--- src/rtl/osc_consts.svh ---
`ifndef OSC_CONSTS_SVH
`define OSC_CONSTS_SVH

`define OSC_AW          8
`define OSC_DW          32
`define OSC_CW          14
`define OSC_PW          7
`define OSC_IRQ_W       4
`define OSC_IRQ_ERR_BIT 2
`define OSC_HW          27

`define OSC_OFS_CTRL    8'h00
`define OSC_OFS_LIM1    8'h04
`define OSC_OFS_LIM2    8'h08
`define OSC_OFS_CLR     8'h0C
`define OSC_OFS_MON1    8'h10
`define OSC_OFS_MON2    8'h14
`define OSC_OFS_DISP    8'h18
`define OSC_OFS_IRQ_ST  8'h1C
`define OSC_OFS_IRQ_CLR 8'h20
`define OSC_OFS_IRQ_EN  8'h24
`define OSC_OFS_FKEY    8'h28

`define OSC_MON_MAX     14'h270F
`define OSC_LIM_OFF     14'h0000
`define OSC_PRE_LAST    7'h63
`define OSC_CLR_OUT1    2'h1
`define OSC_CLR_OUT2    2'h2
`define OSC_ROUTE_CTRL  2'h1
`define OSC_ROUTE_AUX   2'h2
`define OSC_ITEM_AL1    5'h07

`define OSC_CLK_MHZ     250
`define OSC_HALF_MS     500
`define OSC_HALF_CYC    (`OSC_HALF_MS * `OSC_CLK_MHZ * 1000)

`endif

--- src/rtl/osc_pkg.sv ---
package osc_pkg;
`include "osc_consts.svh"

  typedef enum logic [3:0] {
    OSC_TAG_OFF     = 4'h0,
    OSC_TAG_MANUAL  = 4'h1,
    OSC_TAG_RESET   = 4'h2,
    OSC_TAG_ALARM1  = 4'h3,
    OSC_TAG_ALARM2  = 4'h4,
    OSC_TAG_ALARM3  = 4'h5,
    OSC_TAG_ANY     = 4'h6,
    OSC_TAG_HEATER  = 4'h7,
    OSC_TAG_STANDBY = 4'h8,
    OSC_TAG_COUNT   = 4'h9,
    OSC_TAG_PEND    = 4'hA,
    OSC_TAG_AT      = 4'hB
  } osc_tag_e;

  typedef enum logic [4:0] {
    OSC_D2_VALUE  = 5'h01,
    OSC_D2_SPSTAT = 5'h02,
    OSC_D2_PEND   = 5'h04,
    OSC_D2_AT     = 5'h08,
    OSC_D2_COUNT  = 5'h10
  } osc_d2_e;

  typedef struct packed {
    logic       manual;
    logic       reset_st;
    logic [2:0] alarm;
    logic       burnout;
    logic       short_al;
    logic       overcur;
    logic       standby;
    logic       prog_end_hold;
    logic       autotune;
  } osc_status_s;

  typedef struct packed {
    logic     d1_phase;
    osc_tag_e d1_tag;
    osc_d2_e  d2_src;
    osc_tag_e d2_tag;
    logic     d2_phase;
    logic     d2_blank;
    logic     mon_visible;
  } osc_disp_s;

  typedef struct packed {
    logic [27:0] rsvd;
    logic [1:0]  route;
    logic [1:0]  linear;
  } osc_ctrl_reg_s;

  typedef struct packed {
    logic [13:0] rsvd;
    logic        err;
    logic        alarm;
    logic [1:0]  pad;
    logic [13:0] count;
  } osc_mon_reg_s;

  typedef struct packed {
    logic [22:0] rsvd;
    logic        visible;
    osc_tag_e    sp_sel;
    osc_tag_e    pv_sel;
  } osc_disp_reg_s;

  typedef struct packed {
    logic [22:0] rsvd;
    logic        showing;
    logic [1:0]  pad;
    logic [4:0]  item;
    logic        mode;
  } osc_fkey_reg_s;

  typedef struct packed {
    logic [1:0]                        sync1;
    logic [1:0]                        sync2;
    logic [1:0]                        sync3;
    logic [1:0]                        level;
    logic [1:0][`OSC_PW-1:0]           pre;
    logic [1:0][`OSC_CW-1:0]           mon;
    logic [1:0][`OSC_CW-1:0]           lim;
    logic [1:0]                        err;
    logic [1:0]                        alarm;
    logic [1:0]                        lin;
    logic [1:0]                        route;
    osc_tag_e                          pv_sel;
    osc_tag_e                          sp_sel;
    logic [`OSC_IRQ_W-1:0]             irq_st;
    logic [`OSC_IRQ_W-1:0]             irq_en;
    logic [`OSC_HW-1:0]                half_cnt;
    logic                              phase;
    logic                              fkey_mode;
    logic [4:0]                        fkey_item;
    logic                              show_al1;
    logic [`OSC_DW-1:0]                rdata;
    osc_disp_s                         disp;
  } osc_state_s;

endpackage
--- src/rtl/osc_counter_alarm.sv ---
`timescale 1ns/1ps
`include "osc_consts.svh"

module osc_counter_alarm
  import osc_pkg::*;
#(
  parameter int       HALF_CYCLES = `OSC_HALF_CYC,
  parameter bit       HAS_HEATER  = 1'b1
) (
  input  wire logic               sys_clk_i,
  input  wire logic               arst_n_i,
  input  wire logic [`OSC_AW-1:0] addr_i,
  input  wire logic [`OSC_DW-1:0] wr_data_i,
  input  wire logic               wr_i,
  input  wire logic               rd_i,
  output logic      [`OSC_DW-1:0] rd_data_o,
  input  wire logic [1:0]         ctrl_out_i,
  input  wire logic [1:0]         data_err_i,
  input  wire osc_status_s        status_i,
  input  wire logic               fkey_press_i,
  output osc_disp_s               disp_o,
  output logic                    show_alarm1_o,
  output logic                    alarm_to_ctrl_o,
  output logic                    alarm_to_aux_o,
  output logic                    irq_o
);

  osc_state_s s;
  osc_state_s next_s;
  logic       pv_hit;
  logic       sp_hit;
  logic [1:0] clr_hit;

  // ---------------------------------------------------------------
  // Helpers
  // ---------------------------------------------------------------
  function automatic logic tag_cond(osc_tag_e sel, osc_status_s st,
                                    logic heater_ok);
    logic hit;
    hit = 1'b0;
    case (sel)
      OSC_TAG_MANUAL:  hit = st.manual;
      OSC_TAG_RESET:   hit = st.reset_st;
      OSC_TAG_ALARM1:  hit = st.alarm[0];
      OSC_TAG_ALARM2:  hit = st.alarm[1];
      OSC_TAG_ALARM3:  hit = st.alarm[2];
      OSC_TAG_ANY:     hit = |st.alarm;
      OSC_TAG_HEATER:  hit = heater_ok & (st.burnout | st.short_al | st.overcur);
      OSC_TAG_STANDBY: hit = st.standby;
      default:         hit = 1'b0;
    endcase
    return hit;
  endfunction

  function automatic logic [`OSC_CW-1:0] lim_clamp(logic [`OSC_DW-1:0] v);
    logic [`OSC_CW-1:0] r;
    r = v[`OSC_CW-1:0];
    if (v > {{(`OSC_DW-`OSC_CW){1'b0}}, `OSC_MON_MAX}) begin
      r = `OSC_MON_MAX;
    end
    return r;
  endfunction

  assign pv_hit = tag_cond(s.pv_sel, status_i, HAS_HEATER);
  assign sp_hit = tag_cond(s.sp_sel, status_i, HAS_HEATER);

  // Clear select is a command, not stored: it reads back as zero
  assign clr_hit[0] = wr_i && (addr_i == `OSC_OFS_CLR)
                      && (wr_data_i[1:0] == `OSC_CLR_OUT1);
  assign clr_hit[1] = wr_i && (addr_i == `OSC_OFS_CLR)
                      && (wr_data_i[1:0] == `OSC_CLR_OUT2);

  // ---------------------------------------------------------------
  // Next state
  // ---------------------------------------------------------------
  always_comb begin
    logic [1:0]            agree;
    logic [1:0]            off_edge;
    logic [`OSC_IRQ_W-1:0] ev;
    osc_ctrl_reg_s         ctrl_w;
    osc_disp_reg_s         disp_w;
    osc_fkey_reg_s         fkey_w;
    osc_mon_reg_s          mon_r;
    osc_ctrl_reg_s         ctrl_r;
    osc_disp_reg_s         disp_r;
    osc_fkey_reg_s         fkey_r;
    agree    = '0;
    off_edge = '0;
    ev       = '0;
    ctrl_w   = osc_ctrl_reg_s'(wr_data_i);
    disp_w   = osc_disp_reg_s'(wr_data_i);
    fkey_w   = osc_fkey_reg_s'(wr_data_i);
    mon_r    = '0;
    ctrl_r   = '0;
    disp_r   = '0;
    fkey_r   = '0;
    next_s   = s;
    next_s.rdata = '0;

    // Three-stage pin synchroniser; only stages 2 and 3 are compared
    next_s.sync1 = ctrl_out_i;
    next_s.sync2 = s.sync1;
    next_s.sync3 = s.sync2;

    for (int i = 0; i < 2; i++) begin
      agree[i] = (s.sync2[i] == s.sync3[i]);
      if (agree[i]) begin
        next_s.level[i] = s.sync3[i];
      end
      // One full on-then-off cycle completes at the off edge
      off_edge[i] = s.level[i] && agree[i] && !s.sync3[i];
      if (off_edge[i] && !s.lin[i] && (s.lim[i] != `OSC_LIM_OFF)) begin
        if (s.pre[i] == `OSC_PRE_LAST) begin
          next_s.pre[i] = '0;
          if (s.mon[i] != `OSC_MON_MAX) begin
            next_s.mon[i] = s.mon[i] + `OSC_CW'(1);
          end
        end else begin
          next_s.pre[i] = s.pre[i] + `OSC_PW'(1);
        end
      end
      if (clr_hit[i]) begin
        next_s.pre[i] = '0;
        next_s.mon[i] = '0;
        next_s.err[i] = 1'b0;
      end
      // A corruption report in the clear cycle still wins
      if (data_err_i[i]) begin
        next_s.mon[i] = `OSC_MON_MAX;
        next_s.err[i] = 1'b1;
        ev[`OSC_IRQ_ERR_BIT+i] = 1'b1;
      end
      next_s.alarm[i] = (s.lim[i] != `OSC_LIM_OFF)
                        && (s.err[i] || (s.mon[i] > s.lim[i]));
      ev[i] = next_s.alarm[i] && !s.alarm[i];
    end

    // Register writes
    if (wr_i) begin
      case (addr_i)
        `OSC_OFS_CTRL: begin
          next_s.lin   = ctrl_w.linear;
          next_s.route = ctrl_w.route;
        end
        `OSC_OFS_LIM1: begin
          next_s.lim[0] = lim_clamp(wr_data_i);
        end
        `OSC_OFS_LIM2: begin
          next_s.lim[1] = lim_clamp(wr_data_i);
        end
        `OSC_OFS_DISP: begin
          next_s.pv_sel = disp_w.pv_sel;
          next_s.sp_sel = disp_w.sp_sel;
        end
        `OSC_OFS_IRQ_EN: begin
          next_s.irq_en = wr_data_i[`OSC_IRQ_W-1:0];
        end
        `OSC_OFS_FKEY: begin
          next_s.fkey_mode = fkey_w.mode;
          next_s.fkey_item = fkey_w.item;
        end
        default: begin
        end
      endcase
    end

    // Sticky status: a new event beats a simultaneous clear
    if (wr_i && (addr_i == `OSC_OFS_IRQ_CLR)) begin
      next_s.irq_st = (s.irq_st & ~wr_data_i[`OSC_IRQ_W-1:0]) | ev;
    end else begin
      next_s.irq_st = s.irq_st | ev;
    end

    // Register reads, data valid in the following cycle
    if (rd_i) begin
      case (addr_i)
        `OSC_OFS_CTRL: begin
          ctrl_r.linear = s.lin;
          ctrl_r.route  = s.route;
          next_s.rdata  = ctrl_r;
        end
        `OSC_OFS_LIM1:   next_s.rdata = `OSC_DW'(s.lim[0]);
        `OSC_OFS_LIM2:   next_s.rdata = `OSC_DW'(s.lim[1]);
        `OSC_OFS_MON1: begin
          mon_r.count  = s.mon[0];
          mon_r.alarm  = s.alarm[0];
          mon_r.err    = s.err[0];
          next_s.rdata = mon_r;
        end
        `OSC_OFS_MON2: begin
          mon_r.count  = s.mon[1];
          mon_r.alarm  = s.alarm[1];
          mon_r.err    = s.err[1];
          next_s.rdata = mon_r;
        end
        `OSC_OFS_DISP: begin
          disp_r.pv_sel  = s.pv_sel;
          disp_r.sp_sel  = s.sp_sel;
          disp_r.visible = s.disp.mon_visible;
          next_s.rdata   = disp_r;
        end
        `OSC_OFS_IRQ_ST: next_s.rdata = `OSC_DW'(s.irq_st);
        `OSC_OFS_IRQ_EN: next_s.rdata = `OSC_DW'(s.irq_en);
        `OSC_OFS_FKEY: begin
          fkey_r.mode    = s.fkey_mode;
          fkey_r.item    = s.fkey_item;
          fkey_r.showing = s.show_al1;
          next_s.rdata   = fkey_r;
        end
        default:         next_s.rdata = '0;
      endcase
    end

    // Half-second alternation beat
    if (s.half_cnt == `OSC_HW'(HALF_CYCLES - 1)) begin
      next_s.half_cnt = '0;
      next_s.phase    = !s.phase;
    end else begin
      next_s.half_cnt = s.half_cnt + `OSC_HW'(1);
    end

    // A key press opens the alarm value view when mode is set and the item is alarm 1, and closes it otherwise
    if (fkey_press_i) begin
      next_s.show_al1 = s.fkey_mode && (s.fkey_item == `OSC_ITEM_AL1);
    end

    // First display
    next_s.disp.d1_phase = pv_hit && s.phase;
    next_s.disp.d1_tag   = pv_hit ? s.pv_sel : OSC_TAG_OFF;

    // Second display, fixed priority
    next_s.disp.d2_blank = 1'b0;
    next_s.disp.d2_phase = 1'b0;
    next_s.disp.d2_tag   = OSC_TAG_OFF;
    if (sp_hit) begin
      next_s.disp.d2_src   = OSC_D2_SPSTAT;
      next_s.disp.d2_tag   = s.sp_sel;
      next_s.disp.d2_phase = s.phase;
    end else if (status_i.prog_end_hold) begin
      next_s.disp.d2_src   = OSC_D2_PEND;
      next_s.disp.d2_tag   = OSC_TAG_PEND;
      next_s.disp.d2_phase = s.phase;
    end else if (status_i.autotune) begin
      next_s.disp.d2_src   = OSC_D2_AT;
      next_s.disp.d2_tag   = OSC_TAG_AT;
      next_s.disp.d2_blank = s.phase;
    end else if (|s.alarm) begin
      next_s.disp.d2_src   = OSC_D2_COUNT;
      next_s.disp.d2_tag   = OSC_TAG_COUNT;
      next_s.disp.d2_phase = s.phase;
    end else begin
      next_s.disp.d2_src   = OSC_D2_VALUE;
    end

    next_s.disp.mon_visible = !(&s.lin)
      && !((s.lim[0] == `OSC_LIM_OFF) && (s.lim[1] == `OSC_LIM_OFF));
  end

  // ---------------------------------------------------------------
  // State register
  // ---------------------------------------------------------------
  always_ff @(posedge sys_clk_i or negedge arst_n_i) begin
    if (!arst_n_i) begin
      s <= '0;
      s.disp.d2_src <= OSC_D2_VALUE;
    end else begin
      s <= next_s;
    end
  end

  assign rd_data_o       = s.rdata;
  assign disp_o          = s.disp;
  assign show_alarm1_o   = s.show_al1;
  assign alarm_to_ctrl_o = (|s.alarm) && (s.route == `OSC_ROUTE_CTRL);
  assign alarm_to_aux_o  = (|s.alarm) && (s.route == `OSC_ROUTE_AUX);
  assign irq_o           = |(s.irq_st & s.irq_en);
endmodule

--- config.mk ---
export PLATFORM = sky130hd
export DESIGN_NAME = osc_counter_alarm
export DESIGN_NICKNAME = d
export VERILOG_FILES = /design/src/rtl/osc_pkg.sv /design/src/rtl/osc_counter_alarm.sv
export VERILOG_INCLUDE_DIRS = /design/src /design/src/rtl
export SDC_FILE = /design/constraint.sdc
export NUM_CORES = 1
export LEC_CHECK = 0
export ABC_AREA = 1
export BUFFER_PORTS_ARGS = -buffer_cell sky130_fd_sc_hd__buf_2
export CAP_MARGIN = 10
export CORE_MARGIN = 1
export CORE_UTILIZATION = 50
export DETAILED_ROUTE_END_ITERATION = 12
export PLACE_DENSITY = 0.81
export SLEW_MARGIN = 10
export SYNTH_ARGS = -nofsm -noshare
export SYNTH_HDL_FRONTEND = slang
export SYNTH_SLANG_ARGS = --single-unit
--- constraint.sdc ---
create_clock -name sys_clk_i -period 4.7 [get_ports sys_clk_i]
set_clock_uncertainty 0.1 [all_clocks]
set_input_delay 0 -clock sys_clk_i [delete_from_list [all_inputs] [get_ports sys_clk_i]]
set_output_delay 0 -clock sys_clk_i [all_outputs]
set_load 0.05 [all_outputs]
After elaboration in Yosys (flattened, before gate mapping)
Cells that the tools add are included.
{"block": "classes", "n_eq_ne": 38, "bitwise": 7, "magnitude_cmp": 3, "muxes": 39, "add_sub_neg": 5, "n_reduce_logical": 60}
{"op": "18-bit one-hot mux with 9 select lines", "count": 1}
{"op": "14-bit two-way mux", "count": 11}
{"op": "7-bit two-way mux", "count": 6}
{"op": "4-bit by 3-bit == test with 1-bit output, second input constant", "count": 8}
{"op": "8-bit by 5-bit == test with 1-bit output, second input constant", "count": 4}
{"op": "32-bit by 14-bit > comparator with 1-bit output, second input constant", "count": 1}
{"op": "14-bit by 1-bit adder with 14-bit output, second input constant", "count": 2}
{"op": "14-bit > comparator", "count": 2}
{"op": "14-bit logical NOT", "count": 2}
{"op": "14-bit != test, second input constant", "count": 2}
{"op": "14-bit nonzero test", "count": 2}
{"op": "27-bit by 1-bit adder with 27-bit output, second input constant", "count": 1}
{"op": "27-bit == test, second input constant", "count": 1}
{"op": "27-bit two-way mux", "count": 1}
{"op": "8-bit by 6-bit == test with 1-bit output, second input constant", "count": 3}
{"op": "1-bit logical AND", "count": 22}
{"op": "10-bit two-way mux", "count": 2}
{"op": "18-bit two-way mux", "count": 1}
{"op": "3-bit nonzero test", "count": 6}
{"op": "4-bit by 2-bit == test with 1-bit output, second input constant", "count": 4}
{"op": "8-bit by 4-bit == test with 1-bit output, second input constant", "count": 2}
{"op": "1-bit one-hot mux with 8 select lines", "count": 2}
{"op": "7-bit by 1-bit adder with 7-bit output, second input constant", "count": 2}
{"op": "7-bit == test, second input constant", "count": 2}
{"op": "other kinds (24)", "count": 62}
{"block": "word_totals", "out_inout_bits": 53, "reg_bits": 186}

Depth between registers and ports, before layout
{"block": "logic_depth", "word_depth": 8, "ltp_mapped": 13, "mapped_depth_nobuf": 13}

Least setup slack after synthesis
No wires, ideal clock.
{"block": "synth_path", "path_type": "register -> register", "from": "register s[150] in the netlist's numbering", "to": "register s[162] in the netlist's numbering", "synth_period_minus_slack_ns": 1.716, "n_path_buf": 1, "stages_incl_launch_ff": 10, "arrival_time_ns": 1.498, "required_ns": 4.482, "setup_slack_ns": 2.984, "cell_sequence": "dfrtp_1 ha_1 nand2_1 nor2_2 and3_1 a21oi_1 nand2_2 buf_2 nand3_1 nand2_1"}
{"block": "synth_via", "elab_chain_len": 6, "word_cells_on_any_way": 9, "cone_classes": "add/sub (1); eq/ne (1); mux (5); reduce/logical (2)"}
{"item": "start: declaration", "line_no": "osc_counter_alarm.sv:28", "text": "osc_state_s s;"}
{"item": "start signal: assignment", "line_no": "osc_counter_alarm.sv:267", "text": "s <= next_s;"}
{"item": "14-bit by 1-bit adder with 14-bit output", "line_no": "osc_counter_alarm.sv:116", "text": "next_s.mon[i] = s.mon[i] + `OSC_CW'(1);"}
{"item": "14-bit two-way mux", "line_no": "osc_counter_alarm.sv:115", "text": "if (s.mon[i] != `OSC_MON_MAX) begin"}
{"item": "14-bit two-way mux", "line_no": "osc_counter_alarm.sv:113", "text": "if (s.pre[i] == `OSC_PRE_LAST) begin"}
{"item": "14-bit two-way mux", "line_no": "osc_counter_alarm.sv:112", "text": "if (off_edge[i] && !s.lin[i] && (s.lim[i] != `OSC_LIM_OFF)) begin"}
{"item": "14-bit two-way mux", "line_no": "osc_counter_alarm.sv:122", "text": "if (clr_hit[i]) begin"}
{"item": "14-bit two-way mux", "line_no": "osc_counter_alarm.sv:128", "text": "if (data_err_i[i]) begin"}
Several ways; a longest one is shown, not always the timed one. The select of a mux whose other input is x is not followed.
A chain may end at the register's enable or synchronous reset.

Worst setup path in the final report
{"block": "layout_path", "from": "input port addr_i[6]", "to": "register s[135] in the netlist's numbering"}
{"block": "layout_via", "elab_chain_len": 2}
{"item": "start: declaration", "line_no": "osc_counter_alarm.sv:12", "text": "input wire logic [`OSC_AW-1:0] addr_i,"}
{"item": "8-bit by 4-bit == test with 1-bit output", "line_no": "osc_counter_alarm.sv:140", "text": "case (addr_i)"}
{"item": "2-bit AND reduction (no line)"}
No other way between the ends.

==> flow_summary.yaml <==
route:
  post_drt_wl_per_cell_um: 15.81
  drt-vias-per-instance: 5.466
  final_antenna_net_count: 0
  drt_iter0_markers: 820
  route.detailed.drc: 0
  wl_um: 27730
  firstDrtPassIters: 6
  wl_met2_um: 12930
  met3WireLength_um: 2025
  dr.max_layer_used: "met4"
  via_count: 9587
  met1_length_um: 11680
timing:
  tightest_slew_ns: 1.142
  setup_viol: 0
  slew_headroom: 0.2325
  rsz0062_at_grt: "no"
  tns_ns: 0
  final.period_utilization: 0.6223
  min_period_ns: 2.925
  fmax_mhz: 341.9
  slew_viol_final: 0
  timing_hold_violations_final: 0
pwr:
  power_density_nw_per_um2: 309.1
  leakage_nw: 5.821
  total_power_mw: 3.571
  peakVddDrop_mv: 0.2418
logic_synthesis:
  synth_cell_types: 41
  synth_area_um2: 10180
  yosys-top-cells-area: "dfrtp_1 42%, nand2_1 13%, inv_1 6.7%, nand3_1 5.5%, nor2_1 5.1%"
  syn_inst: 1378
  synth_top_area_share: 0.4152
  synth_warnings: 0
  async_flop_share: 1.000
  synth_edf_count: 0
  synth_common_cells: "345 x nand2_1, 181 x inv_1, 169 x dfrtp_1, 139 x nor2_1, 111 x nand3_1"
  ys_seq_area_frac: 0.4178
  synth_ff_type: "dfrtp_1"
  avgSynthCellArea_um2: 7.391
  ys_ff_latch: 170
  synth_most_common_cell: "nand2_1"
  yosys.area.top_type: "dfrtp_1"
floorplanning:
  die_w_um: 144.7
  dieArea_um2: 20940
  row_count: 51
  pin_count: 113
  die_h_um: 144.7
  start_util: 0.5165
  fp.coreArea_um2: 19720
setup_path:
  cp-end-kind: "flop"
  cp_max_fo: 26
  regToRegStartpoint: "s[94]"
  cp_top_family: "buffers and inverters"
  critPathSlowestCell: "dlygate4sd3_1"
  worstSetupPathType: "in -> reg"
  reg2reg_slack_ns: 2.03
  cp.arrival_ns: 3.15
  path_cells: "dlygate4sd3_1, buf_2, nor2_4, dlygate4sd3_1, nand3_4, dlygate4sd3_1, nor2_4, inv_2, nor2_8, inv_1, nand2_1, o21ai_0"
  max_stage_delay_ns: 0.62
  crit_required_ns: 4.92
  path_buf_inv: 6
  ff2ff_path_depth: 9
  cp-start-kind: "primary input"
  cp_common_cell: "dlygate4sd3_1"
  r2r_end: "disp_o[7]"
global_routing:
  overflow: 0
  grt_usage: 0.2819
  antenna_found_initial: 1
  grt_max_degree: 73
  grt_pass1_vias: 9221
  grt_pass1_wl_um: 45390
placement:
  place_congestion: 0.9413
  placed_area_um2: 10580
  io_buffers: 96
  dp_hpwl_um: 20110
clock_tree:
  root_buffer: "clkbuf_16"
  path_clk_slew_ns: 0.07
  clkSinkCount: 170
  cts_tree: "yes"
  insertion_delay_ns: 0.44
  post_cts_buffers: 0
  cts_made_buffers: 17
  cts_max_path_buffers: 2
  ctsHtreeMaxLevel: 4
cells_and_area:
  finalInstanceArea_um2: 11550
  final_nets: 1568
  synthToLayoutAreaGrowth_pct: 13.44
  final_layout_size_suffix_gt1_frac: 0.1055
status:
  status: "completed"
job:
  maxCapViolCount: 0
hold_path:
  min_path_type: "in -> async"
-- per-layer routing --
layer	vias to the layer above	track usage
met5	-	0
met4	0	0.1363
met3	83	0.05397
met2	418	0.4580
met1	4507	0.3611
li1	4579	-
-- stage by stage --
step                utilization  worst slack [ns]  instances  hold slack, ns
floorplan                     -             2.984       1393         -0.3956
global placement         0.5364             2.509       1682        -0.04289
detailed placement       0.5364             2.436       1682        -0.04222
CTS                      0.5858             1.809       1753         0.03580
global route             0.5860             1.612       1754         0.08703
finish                   0.5860             1.775       1754         0.03562
-- what timing repair did --
item	in CTS	in global routing
hold buffers	39	0
hold endpoints to repair	168	0
resized for setup	0	0
setup endpoints to repair	0	0
-- registers in the layout, indices dropped and copies added, names as in the netlist --
name	cells
disp_o	17
next_s	4
rd_data_o	16
s	132
show_alarm1_o	1
-- final cells by class --
type / instances / area [µm²]
fillers: 1720 / 8164
multi-input cells: 958 / 4768
flip-flops and latches: 170 / 4255
repair buffers: 137 / 892.1
inverters: 191 / 719.4
clock buffers: 18 / 429.2
well taps: 265 / 331.6
clock inverters: 14 / 155.1
diodes: 1 / 2.502
-- worst register-to-register path, stage by stage (launching register included) --
cell and delay, ns:
dfrtp_1 0.43, inv_1 0.16, a21oi_1 0.08, o21ai_0 0.08, nand3_1 0.10, dlygate4sd3_1 0.58
nand3_1 0.09, nand2_1 0.21, nor3_1 0.19, dlygate4sd3_1 0.58
-- kinds of logic (layout without fill, tap and decap cells) --
group                    after synthesis  after routing  synth area share
adder cells (fa/ha/maj)               34             34           0.04152
buffers and inverters                265            360            0.1195
other                                  1             17         0.0003682
flip-flops                           170            170            0.4178
XOR/XNOR                              33             33           0.02838
AND/OR/NAND/NOR                      722            722            0.3145
AO/OA/AOI/OAI                        153            153           0.07789
-- layout by cell type, fill, tap and decap left out, drive strengths merged, types with 3 or more instances in the layout --
master,count
a21boi,3
nor2,150
dlygate4sd3,39
nand3,113
nand2,350
clkbuf,18
nand4,51
ha,33
a21oi,40
nor3,48
o21ai,97
clkinv,7
dfrtp,169
buf,98
xor2,29
o22ai,9
nor4,4
inv,196
xnor2,4
conb,16
-- report_power, final --
| part | switching [mW] | internal, mW |
|---|---|---|
| registers | 0.0984 | 1.56 |
| logic | 0.344 | 0.170 |
| clock network | 0.649 | 0.755 |
| total | 1.09 | 2.48 |
-- worst max path at each step --
stage	startpoint	end	slack, ns	cells after the start
floorplan	s[150]	s[162]	2.98	9
global placement	s[57]	s[81]	2.51	6
detailed placement	s[57]	s[83]	2.44	6
CTS	addr_i[6]	s[135]	1.81	12
global route	addr_i[6]	s[135]	1.61	12
finish	addr_i[6]	s[135]	1.78	12
Note: power is estimated with default switching activity, not from simulation.
